===== config.mk =====
export PLATFORM = sky130hd
export DESIGN_NAME = quadrature_encoder_interface
export DESIGN_NICKNAME = d
export VERILOG_FILES = /design/src/hw/qei_pkg.sv /design/src/hw/quadrature_encoder_interface.sv
export VERILOG_INCLUDE_DIRS = /design/src /design/src/hw
export SDC_FILE = /design/constraint.sdc
export NUM_CORES = 1
export LEC_CHECK = 0
export ABC_AREA = 1
export BUFFER_PORTS_ARGS = -buffer_cell sky130_fd_sc_hd__buf_4
export CAP_MARGIN = 25
export CORE_ASPECT_RATIO = 1.4
export CORE_UTILIZATION = 35
export DETAILED_ROUTE_END_ITERATION = 10
export PLACE_DENSITY = 0.56
export SLEW_MARGIN = 20
export SYNTH_ARGS = -nofsm -noshare
export SYNTH_HDL_FRONTEND = slang
export SYNTH_SLANG_ARGS = --single-unit

===== constraint.sdc =====
create_clock -name clk_i -period 12.9 [get_ports clk_i]
set_input_delay 2.58 -clock clk_i [delete_from_list [all_inputs] [get_ports clk_i]]
set_output_delay 2.58 -clock clk_i [all_outputs]
set_load 0.01 [all_outputs]

===== src/hw/qei_defs.svh =====
// Register offsets, field positions and reset values of the encoder interface.
// Assumes inclusion by bare name from the design file or the bench.
`ifndef QEI_DEFS_SVH
`define QEI_DEFS_SVH
`define QEI_CTRL_ADDR     8'h00
`define QEI_STAT_ADDR     8'h04
`define QEI_POS_ADDR      8'h08
`define QEI_INIT_ADDR     8'h0C
`define QEI_IDX_ADDR      8'h10
`define QEI_VEL_ADDR      8'h14
`define QEI_GEC_ADDR      8'h18
`define QEI_LEC_ADDR      8'h1C
`define QEI_TMR_ADDR      8'h20
`define QEI_CTRL_RST      32'h0000_0000
`define QEI_CTRL_EN_BIT   0
`define QEI_CTRL_MODE_LSB 1
`define QEI_CTRL_IDXRST_BIT 4
`define QEI_CTRL_FLT_LSB  8
`define QEI_STAT_DIR_BIT  0
`define QEI_STAT_GT_BIT   1
`define QEI_STAT_LT_BIT   2
`define QEI_STAT_IDX_BIT  3
`define QEI_STAT_ERR_BIT  4
`endif


===== src/hw/qei_pkg.sv =====
// Types shared by the encoder interface.
// Uses no definitions from qei_defs.svh.
package qei_pkg;
   typedef enum logic [2:0] {
      MODE_QUAD      = 3'b000,
      MODE_TIMER     = 3'b001,
      MODE_UPDOWN    = 3'b010,
      MODE_GATED_CNT = 3'b011,
      MODE_GATED_TMR = 3'b100
   } count_mode_t;
endpackage : qei_pkg


===== src/hw/quadrature_encoder_interface.sv =====
// Quadrature encoder interface: filters, decoder, position/index/velocity counters,
// compares and interval timer. Assumes synchronous encoder inputs and a one-cycle register port.
`timescale 1ns/10ps
`include "qei_defs.svh"

// Summary of operation
// RQ1: Gray-order transitions of A,B count up or down, four per cycle.
// RQ2: Both phases changing together is invalid: no count, direction kept.
// RQ3: An unchanged phase state gives no pulse and keeps direction.
// RQ4: Pulses come only from a valid change of the two-phase state.
// RQ5: Last direction is stored until reversed and readable in status.
// RQ6: Phase, index and home inputs each pass a programmable noise filter.
// RQ7: An active index pulse can reload the position counter.
// RQ8: Index pulses are counted in their own 32-bit counter.
// RQ9: Greater and less thresholds are compared with the position count.
// RQ10: Decoder and compare events raise the interrupt request.
// RQ11: A mode runs the counter as a plain timer.
// RQ12: External up/down mode: A gives pulses, B gives direction.
// RQ13: Gated count mode counts A pulses only while home gate is high.
// RQ14: Gated timer mode counts clocks while home gate is high.
// RQ15: Counter steps by one either way and wraps modulo 2^32.
module quadrature_encoder_interface #(
   parameter int FLT_W = 4
) (
   input  wire logic        clk_i,
   input  wire logic        srst_i,
   input  wire logic        phase_a_input_i,
   input  wire logic        phase_b_input_i,
   input  wire logic        index_pulse_input_i,
   input  wire logic        home_pulse_input_i,
   input  wire logic [7:0]  addr_i,
   input  wire logic [31:0] wdata_i,
   input  wire logic        wr_i,
   input  wire logic        rd_i,
   output logic      [31:0] rdata_o,
   output logic             irq_o
);
   // ****************************************************************
   // Registers
   // ****************************************************************
   logic [31:0] ctrl_reg, init_reg, pos_reg, idx_reg, vel_reg, gec_reg, lec_reg, tmr_reg;
   logic [31:0] pos_next;
   logic [4:0]  stat_reg;
   logic [4:0]  stat_next;
   logic [3:0]  raw_reg;
   logic [3:0]  flt_reg;
   logic [FLT_W-1:0] fcnt_reg [4];
   logic        phase_a_state, phase_b_state;
   logic        prev_a_reg, prev_b_reg, prev_idx_reg, dir_reg;
   logic [31:0] rdata_next;

   wire         enable     = ctrl_reg[`QEI_CTRL_EN_BIT];
   qei_pkg::count_mode_t mode;
   assign mode = qei_pkg::count_mode_t'(ctrl_reg[`QEI_CTRL_MODE_LSB +: 3]);
   wire         idx_reset  = ctrl_reg[`QEI_CTRL_IDXRST_BIT];
   wire [FLT_W-1:0] flt_len = ctrl_reg[`QEI_CTRL_FLT_LSB +: FLT_W];
   wire [3:0]   pins       = {home_pulse_input_i, index_pulse_input_i, phase_b_input_i, phase_a_input_i};

   // ****************************************************************
   // Noise filters
   // ****************************************************************
   // RQ6 per-input filter
   // Output follows an input only after it has held a new level flt_len+1 clocks; 0 passes through.
   always_ff @(posedge clk_i) begin
      raw_reg <= srst_i ? 4'h0 : pins;
      for (int i = 0; i < 4; i++) begin
         if (srst_i) begin
            fcnt_reg[i] <= '0;
            flt_reg[i]  <= 1'b0;
         end else if (raw_reg[i] == flt_reg[i]) begin
            fcnt_reg[i] <= '0;
         end else if (fcnt_reg[i] >= flt_len) begin
            fcnt_reg[i] <= '0;
            flt_reg[i]  <= raw_reg[i];
         end else begin
            fcnt_reg[i] <= fcnt_reg[i] + 1'b1;
         end
      end
   end

   assign phase_a_state = flt_reg[0];
   assign phase_b_state = flt_reg[1];
   wire   index_f = flt_reg[2];
   wire   home_f  = flt_reg[3];

   // ****************************************************************
   // Decoder
   // ****************************************************************
   wire a_chg = phase_a_state ^ prev_a_reg;
   wire b_chg = phase_b_state ^ prev_b_reg;
   // RQ2 both changed
   wire invalid = a_chg & b_chg;
   // RQ3 RQ4 single-phase change only
   wire q_step = a_chg ^ b_chg;
   // RQ1 up when new A differs from old B
   wire q_up = phase_a_state ^ prev_b_reg;
   wire a_rise = phase_a_state & ~prev_a_reg;
   wire idx_rise = index_f & ~prev_idx_reg;

   logic step, up;
   always_comb begin
      step = 1'b0;
      up   = dir_reg;
      case (mode)
         qei_pkg::MODE_QUAD: begin
            step = q_step;
            up   = q_step ? q_up : dir_reg;
         end
         // RQ11 free timer
         qei_pkg::MODE_TIMER: begin
            step = 1'b1;
            up   = 1'b1;
         end
         // RQ12 B is direction
         qei_pkg::MODE_UPDOWN: begin
            step = a_rise;
            up   = phase_b_state;
         end
         // RQ13 gated pulses
         qei_pkg::MODE_GATED_CNT: begin
            step = a_rise & home_f;
            up   = 1'b1;
         end
         // RQ14 gated clocks
         qei_pkg::MODE_GATED_TMR: begin
            step = home_f;
            up   = 1'b1;
         end
         default: begin
            step = 1'b0;
            up   = dir_reg;
         end
      endcase
      step = step & enable;
   end

   // RQ15 wrapping step
   always_comb begin
      pos_next = pos_reg;
      if (enable && idx_reset && idx_rise && mode == qei_pkg::MODE_QUAD) begin
         // RQ7 index reload
         pos_next = init_reg;
      end else if (step) begin
         pos_next = up ? pos_reg + 32'h0000_0001 : pos_reg - 32'h0000_0001;
      end
   end

   // RQ9 threshold compares
   wire gt_hit = $signed(pos_reg) > $signed(gec_reg);
   wire lt_hit = $signed(pos_reg) < $signed(lec_reg);

   // RQ10 sticky event flags; a new event wins over the clear
   always_comb begin
      stat_next = stat_reg & ~(wr_i && addr_i == `QEI_STAT_ADDR ? wdata_i[4:0] : 5'h00);
      stat_next[`QEI_STAT_DIR_BIT] = dir_reg;
      if (gt_hit) stat_next[`QEI_STAT_GT_BIT] = 1'b1;
      if (lt_hit) stat_next[`QEI_STAT_LT_BIT] = 1'b1;
      if (enable && idx_rise) stat_next[`QEI_STAT_IDX_BIT] = 1'b1;
      if (enable && invalid && mode == qei_pkg::MODE_QUAD) stat_next[`QEI_STAT_ERR_BIT] = 1'b1;
   end

   // ****************************************************************
   // Counters
   // ****************************************************************
   wire wr_ctrl = wr_i && addr_i == `QEI_CTRL_ADDR;
   wire wr_pos  = wr_i && addr_i == `QEI_POS_ADDR;
   wire wr_init = wr_i && addr_i == `QEI_INIT_ADDR;
   wire wr_idx  = wr_i && addr_i == `QEI_IDX_ADDR;
   wire wr_gec  = wr_i && addr_i == `QEI_GEC_ADDR;
   wire wr_lec  = wr_i && addr_i == `QEI_LEC_ADDR;
   wire rd_vel  = rd_i && addr_i == `QEI_VEL_ADDR;
   wire rd_tmr  = rd_i && addr_i == `QEI_TMR_ADDR;

   always_ff @(posedge clk_i) begin
      if (srst_i) begin
         ctrl_reg     <= `QEI_CTRL_RST;
         init_reg     <= 32'h0000_0000;
         pos_reg      <= 32'h0000_0000;
         idx_reg      <= 32'h0000_0000;
         vel_reg      <= 32'h0000_0000;
         gec_reg      <= 32'h0000_0000;
         lec_reg      <= 32'h0000_0000;
         tmr_reg      <= 32'h0000_0000;
         stat_reg     <= 5'h00;
         prev_a_reg   <= 1'b0;
         prev_b_reg   <= 1'b0;
         prev_idx_reg <= 1'b0;
         dir_reg      <= 1'b0;
      end else begin
         prev_a_reg   <= phase_a_state;
         prev_b_reg   <= phase_b_state;
         prev_idx_reg <= index_f;
         stat_reg     <= stat_next;
         if (wr_ctrl) ctrl_reg <= wdata_i;
         if (wr_init) init_reg <= wdata_i;
         if (wr_gec) gec_reg <= wdata_i;
         if (wr_lec) lec_reg <= wdata_i;
         pos_reg <= wr_pos ? wdata_i : pos_next;
         // RQ5 direction held until reversed
         if (step) dir_reg <= up;
         // RQ8 index counter
         if (wr_idx) idx_reg <= wdata_i;
         else if (enable && idx_rise) idx_reg <= dir_reg ? idx_reg + 32'h0000_0001 : idx_reg - 32'h0000_0001;
         // Velocity and interval timer clear on read so software sees deltas between reads
         if (rd_vel) vel_reg <= 32'h0000_0000;
         else if (step) vel_reg <= up ? vel_reg + 32'h0000_0001 : vel_reg - 32'h0000_0001;
         if (rd_tmr) tmr_reg <= 32'h0000_0000;
         else if (enable) tmr_reg <= tmr_reg + 32'h0000_0001;
      end
   end

   // ****************************************************************
   // Register read port
   // ****************************************************************
   always_comb begin
      if (addr_i == `QEI_CTRL_ADDR) rdata_next = ctrl_reg;
      else if (addr_i == `QEI_STAT_ADDR) rdata_next = {27'h0, stat_reg};
      else if (addr_i == `QEI_POS_ADDR) rdata_next = pos_reg;
      else if (addr_i == `QEI_INIT_ADDR) rdata_next = init_reg;
      else if (addr_i == `QEI_IDX_ADDR) rdata_next = idx_reg;
      else if (addr_i == `QEI_VEL_ADDR) rdata_next = vel_reg;
      else if (addr_i == `QEI_GEC_ADDR) rdata_next = gec_reg;
      else if (addr_i == `QEI_LEC_ADDR) rdata_next = lec_reg;
      else if (addr_i == `QEI_TMR_ADDR) rdata_next = tmr_reg;
      else rdata_next = 32'h0000_0000;
   end

   always_ff @(posedge clk_i) begin
      if (srst_i) begin
         rdata_o <= 32'h0000_0000;
         irq_o   <= 1'b0;
      end else begin
         rdata_o <= rd_i ? rdata_next : 32'h0000_0000;
         // RQ10 request from any sticky event
         irq_o   <= |stat_reg[4:1];
      end
   end

   // ****************************************************************
   // Assertions
   // ****************************************************************
   a_invalid_no_count: assert property (@(posedge clk_i) disable iff (srst_i) // RQ2
      (mode == qei_pkg::MODE_QUAD && invalid && !wr_pos && !idx_rise) |=> (pos_reg == $past(pos_reg)))
      else $error("count changed on invalid transition");
   a_idle_keeps_dir: assert property (@(posedge clk_i) disable iff (srst_i) // RQ3
      (mode == qei_pkg::MODE_QUAD && !a_chg && !b_chg) |=> (dir_reg == $past(dir_reg)))
      else $error("direction changed without transition");
   a_quad_up_step: assert property (@(posedge clk_i) disable iff (srst_i) // RQ1
      (enable && mode == qei_pkg::MODE_QUAD && q_step && q_up && !wr_pos && !idx_rise)
      |=> (pos_reg == $past(pos_reg) + 32'h0000_0001))
      else $error("valid up transition did not increment");
   a_quad_dn_step: assert property (@(posedge clk_i) disable iff (srst_i) // RQ15
      (enable && mode == qei_pkg::MODE_QUAD && q_step && !q_up && !wr_pos && !idx_rise)
      |=> (pos_reg == $past(pos_reg) - 32'h0000_0001))
      else $error("valid down transition did not decrement");
   a_pulse_only_valid: assert property (@(posedge clk_i) disable iff (srst_i) // RQ4
      (mode == qei_pkg::MODE_QUAD && step) |-> (a_chg != b_chg))
      else $error("pulse without single-phase change");
   a_dir_in_status: assert property (@(posedge clk_i) disable iff (srst_i) // RQ5
      1'b1 |=> (stat_reg[`QEI_STAT_DIR_BIT] == $past(dir_reg)))
      else $error("status direction stale");
   a_index_reload: assert property (@(posedge clk_i) disable iff (srst_i) // RQ7
      (enable && idx_reset && idx_rise && mode == qei_pkg::MODE_QUAD && !wr_pos) |=> (pos_reg == $past(init_reg)))
      else $error("index did not reload position");
   a_index_count: assert property (@(posedge clk_i) disable iff (srst_i) // RQ8
      (enable && idx_rise && !wr_idx) |=> (idx_reg != $past(idx_reg)))
      else $error("index pulse not counted");
   a_gt_flag: assert property (@(posedge clk_i) disable iff (srst_i) // RQ9
      gt_hit |=> stat_reg[`QEI_STAT_GT_BIT] ##1 irq_o)
      else $error("greater compare not flagged");
   a_gated_timer: assert property (@(posedge clk_i) disable iff (srst_i) // RQ14
      (enable && mode == qei_pkg::MODE_GATED_TMR && !home_f && !wr_pos) |=> $stable(pos_reg))
      else $error("gated timer counted while gate low");
   // Count checks skip cycles with a position write, since the write overrides any step
   a_invalid_flag: assert property (@(posedge clk_i) disable iff (srst_i) // RQ2
      (enable && invalid && mode == qei_pkg::MODE_QUAD) |=> stat_reg[`QEI_STAT_ERR_BIT])
      else $error("invalid transition not flagged");
   a_filter_hold: assert property (@(posedge clk_i) disable iff (srst_i) // RQ6
      (raw_reg[0] != flt_reg[0] && fcnt_reg[0] < flt_len) |=> $stable(flt_reg[0]))
      else $error("filter passed a short pulse");
   a_filter_pass: assert property (@(posedge clk_i) disable iff (srst_i) // RQ6
      (raw_reg[0] != flt_reg[0] && fcnt_reg[0] >= flt_len) |=> (flt_reg[0] == $past(raw_reg[0])))
      else $error("filter did not follow a held level");
   a_lt_flag: assert property (@(posedge clk_i) disable iff (srst_i) // RQ9
      lt_hit |=> stat_reg[`QEI_STAT_LT_BIT])
      else $error("less compare not flagged");
   wire any_flag = |stat_reg[4:1];
   a_irq_follows: assert property (@(posedge clk_i) disable iff (srst_i) // RQ10
      1'b1 |=> (irq_o == $past(any_flag)))
      else $error("request does not follow event flags");
   a_timer_step: assert property (@(posedge clk_i) disable iff (srst_i) // RQ11
      (enable && mode == qei_pkg::MODE_TIMER && !wr_pos)
      |=> (pos_reg == $past(pos_reg) + 32'h0000_0001))
      else $error("timer mode did not count");
   a_updown_step: assert property (@(posedge clk_i) disable iff (srst_i) // RQ12
      (enable && mode == qei_pkg::MODE_UPDOWN && a_rise && !phase_b_state && !wr_pos)
      |=> (pos_reg == $past(pos_reg) - 32'h0000_0001))
      else $error("external down pulse did not decrement");
   a_gated_cnt_hold: assert property (@(posedge clk_i) disable iff (srst_i) // RQ13
      (enable && mode == qei_pkg::MODE_GATED_CNT && !home_f && !wr_pos) |=> $stable(pos_reg))
      else $error("gated count moved while gate low");
endmodule : quadrature_encoder_interface


==> flow_metrics.py <==
metrics = {
    "layout": {
        "finalNetCount": 3868,
        "drive_gt1_share_pct": 5.83,
        "num_antenna_cells": 0,
        "synthToLayoutAreaGrowth_pct": 12.0,
    },
    "setup_path": {
        "slowest_stage": "nor2_1",
        "path_max_fanout": 29,
        "end_kind": "register",
        "path_class": "in -> reg",
        "critPathRequiredTime_ns": 13.39,
        "cp-start-kind": "primary input",
        "reg2reg_from": "flt_reg[0]",
        "r2r-end": "vel_reg[29]",
        "crit_chain": "buf_4 -> inv_1 -> nand3_1 -> nor2_2 -> buf_4 -> nand2_2 -> inv_2 -> nor2_1 -> inv_1 -> a21oi_1 -> o21ai_0 -> a21oi_1",
        "cpPeakStageDelay_ns": 0.64,
        "arrival_ns": 5.51,
        "crit_family": "simple AND/OR/NAND/NOR gates",
        "r2r_setup_slack_ns": 7.96,
        "r2r_cells": 18,
        "cp.buffers_inverters": 5,
    },
    "global_routing": {
        "grt_use_total_pct": 26.6,
        "grt_pass1_wl_um": 133000,
        "antenna_found_initial": 0,
        "overflow": 0,
        "first_global_vias": 22700,
        "grt_max_degree": 76,
    },
    "hold_path": {
        "hp-class": "reg -> reg",
        "hold_path_end": "rdata_o[15]",
        "hold_path_depth": 2,
        "hold_start": "ctrl_reg[15]",
    },
    "clock_tree": {
        "clk_latency_ns": 0.58,
        "cts_tree": "yes",
        "post_cts_resized": 0,
        "cts.path.max_buffers": 3,
        "cts.htree.levels": 2,
        "post-cts-setup-buffers": 0,
        "root_buffer": "clkbuf_16",
        "postCtsHoldBufs": 0,
        "cts.sinks": 322,
        "numCtsBuffers": 39,
        "clkTransAtPathRegs_ns": 0.06,
    },
    "die": {
        "placeableCoreArea_um2": 63600,
        "fp.dieH_um": 303,
        "die_x_um": 217,
        "die_area_um2": 65700,
        "start_util_pct": 35.6,
        "rows": 109,
        "num_io_pins": 81,
    },
    "route": {
        "first_pass_iters": 6,
        "routed_wl_um": 88100,
        "vias": 23400,
        "postRouteAntennaNets": 0,
        "avgViaCountPerCell": 5.19,
        "drt-wirelength-per-cell_um": 19.6,
        "drtIter0Drc": 1774,
        "drc": 0,
    },
    "logic_synthesis": {
        "synth-main-ff-cell": "dfxtp_1",
        "synth_top_area_cell": "dfxtp_1",
        "yosysSeqAreaShare_pct": 29.2,
        "yosys.cell_count.top_type": "nand2_1",
        "ys_ff_latch": 322,
        "syn_area_um2": 22600,
        "syn_avg_cell_area_um2": 6.30,
        "synth_top_area_share_pct": 27.1,
        "syn_inst": 3593,
        "synth_area_leaders": "dfxtp_1 (27%), nand2_1 (15%), a21oi_1 (10%)",
        "yosys_warnings": 0,
        "async_flop_share_pct": 0,
        "synth_edf_count": 16,
        "synth.distinct_cells": 52,
        "synth_common_cells": "nand2_1 (911), inv_1 (580), a21oi_1 (453)",
    },
    "sta": {
        "finalCritPeriodShare_pct": 38.9,
        "slew_viol_final": 0,
        "max_freq_mhz": 199,
        "fin_crit_ns": 5.02,
        "skew_ns": 0.0205,
        "hold_violations": 0,
        "finalSetupViolCount": 0,
        "relSlewSlack_pct": 32.3,
        "rsz0062_at_grt": "false",
        "worst_pin_slew_ns": 1.01,
        "timing.final.ws_setup_ns": 7.88,
        "setup_tns_ns": 0,
    },
    "pwr": {
        "irDropWorstVdd_uv": 87.3,
        "leakagePower_uw": 0.0119,
        "power_density_nw_per_um2": 105,
    },
    "placed_design": {
        "hpwl_um": 69900,
        "io_buffers": 80,
        "gp_congestion": 0.974,
        "pre_cts_ws_ns": 7.31,
    },
    "outcome": {
        "outcome": "completed",
    },
    "job": {
        "drv_cap": 0,
    },
}
worst register-to-register path, delay by kind of cell (launching register included):
family | cells | cell delay, ns
flops | 1 | 0.34
simple gates | 11 | 2.08
compound gates | 1 | 0.75
buf+inv | 3 | 0.63
fa+ha+maj | 3 | 1.06
report_power, final:
group,internal (uW),switching (uW),leakage [uW]
clock network,659,482,0.000644
registers,1010,6.65,0.00263
logic,145,369,0.00865
total,1810,858,0.0119
worst max-delay path by stage:
stage,startpoint,to,slack (ns),depth (start not counted)
detailed placement,addr_i[7],gec_reg[7],7.31,9
CTS,addr_i[7],gec_reg[7],7.91,9
global placement,addr_i[7],gec_reg[7],7.35,9
floorplan,flt_reg[0],vel_reg[13],8.85,17
global route,addr_i[5],idx_reg[7],7.68,12
finish,addr_i[5],idx_reg[11],7.88,12
metrics by stage:
step	util [%]	total power, uW	hold WS, ns	std cells	area (um^2)
floorplan	-	1380	0.434	3608	22700
global placement	37.8	1550	0.453	4432	24000
detailed placement	37.8	1550	0.453	4432	24000
CTS	39.9	2690	0.463	4502	25300
global route	39.9	2790	0.476	4502	25300
finish	39.9	2670	0.459	4502	25300
cell type report:
type	instances	area (um^2)
Fill cell	7098	38200
Multi-Input combinational cell	2584	13400
Sequential cell	322	6610
Inverter	592	2220
Clock buffer	55	1180
Tap cell	832	1040
Timing Repair Buffer	102	766
Clock inverter	15	115
metal layers:
layer,GRT usage [%],vias up,wire [um]
li1,-,11800,-
met1,31.0,10800,35800
met2,48.0,624,43600
met3,2.73,200,3920
met4,13.9,0,4770
met5,0,-,0
placed cells by master (no fill, tap or decap), types with 12 or more instances in the layout:
| cell type | Yosys | layout |
|---|---|---|
| nand2_1 | 911 | 907 |
| o21bai_1 | 21 | 21 |
| a21oi_1 | 453 | 453 |
| clkbuf_16 | 0 | 42 |
| a31oi_1 | 14 | 14 |
| nor3_1 | 29 | 29 |
| nor2_1 | 269 | 264 |
| or2_2 | 13 | 13 |
| o211ai_1 | 17 | 17 |
| xnor2_1 | 12 | 12 |
| ha_1 | 176 | 176 |
| o21a_1 | 13 | 13 |
| nand4_1 | 52 | 52 |
| edfxtp_1 | 16 | 16 |
| inv_1 | 580 | 579 |
| nand3_1 | 186 | 186 |
| o21ai_0 | 279 | 279 |
| o22ai_1 | 29 | 29 |
| buf_4 | 2 | 102 |
| xor2_1 | 27 | 27 |
| conb_1 | 1 | 16 |
| dfxtp_1 | 306 | 306 |
cell families (layout without fill, tap and decap cells):
family	Yosys count	in the layout	synth area share [%]
xor gates and xnor gates	39	39	1.51
buffers and inverters	702	764	12.0
other	1	16	0.0166
DFF	322	322	29.2
adders and majority gates	179	179	9.99
and+or+nand+nor	1495	1495	27.3
AOI/OAI and AO/OA	855	855	20.0
(Power assumes the default switching activity.)
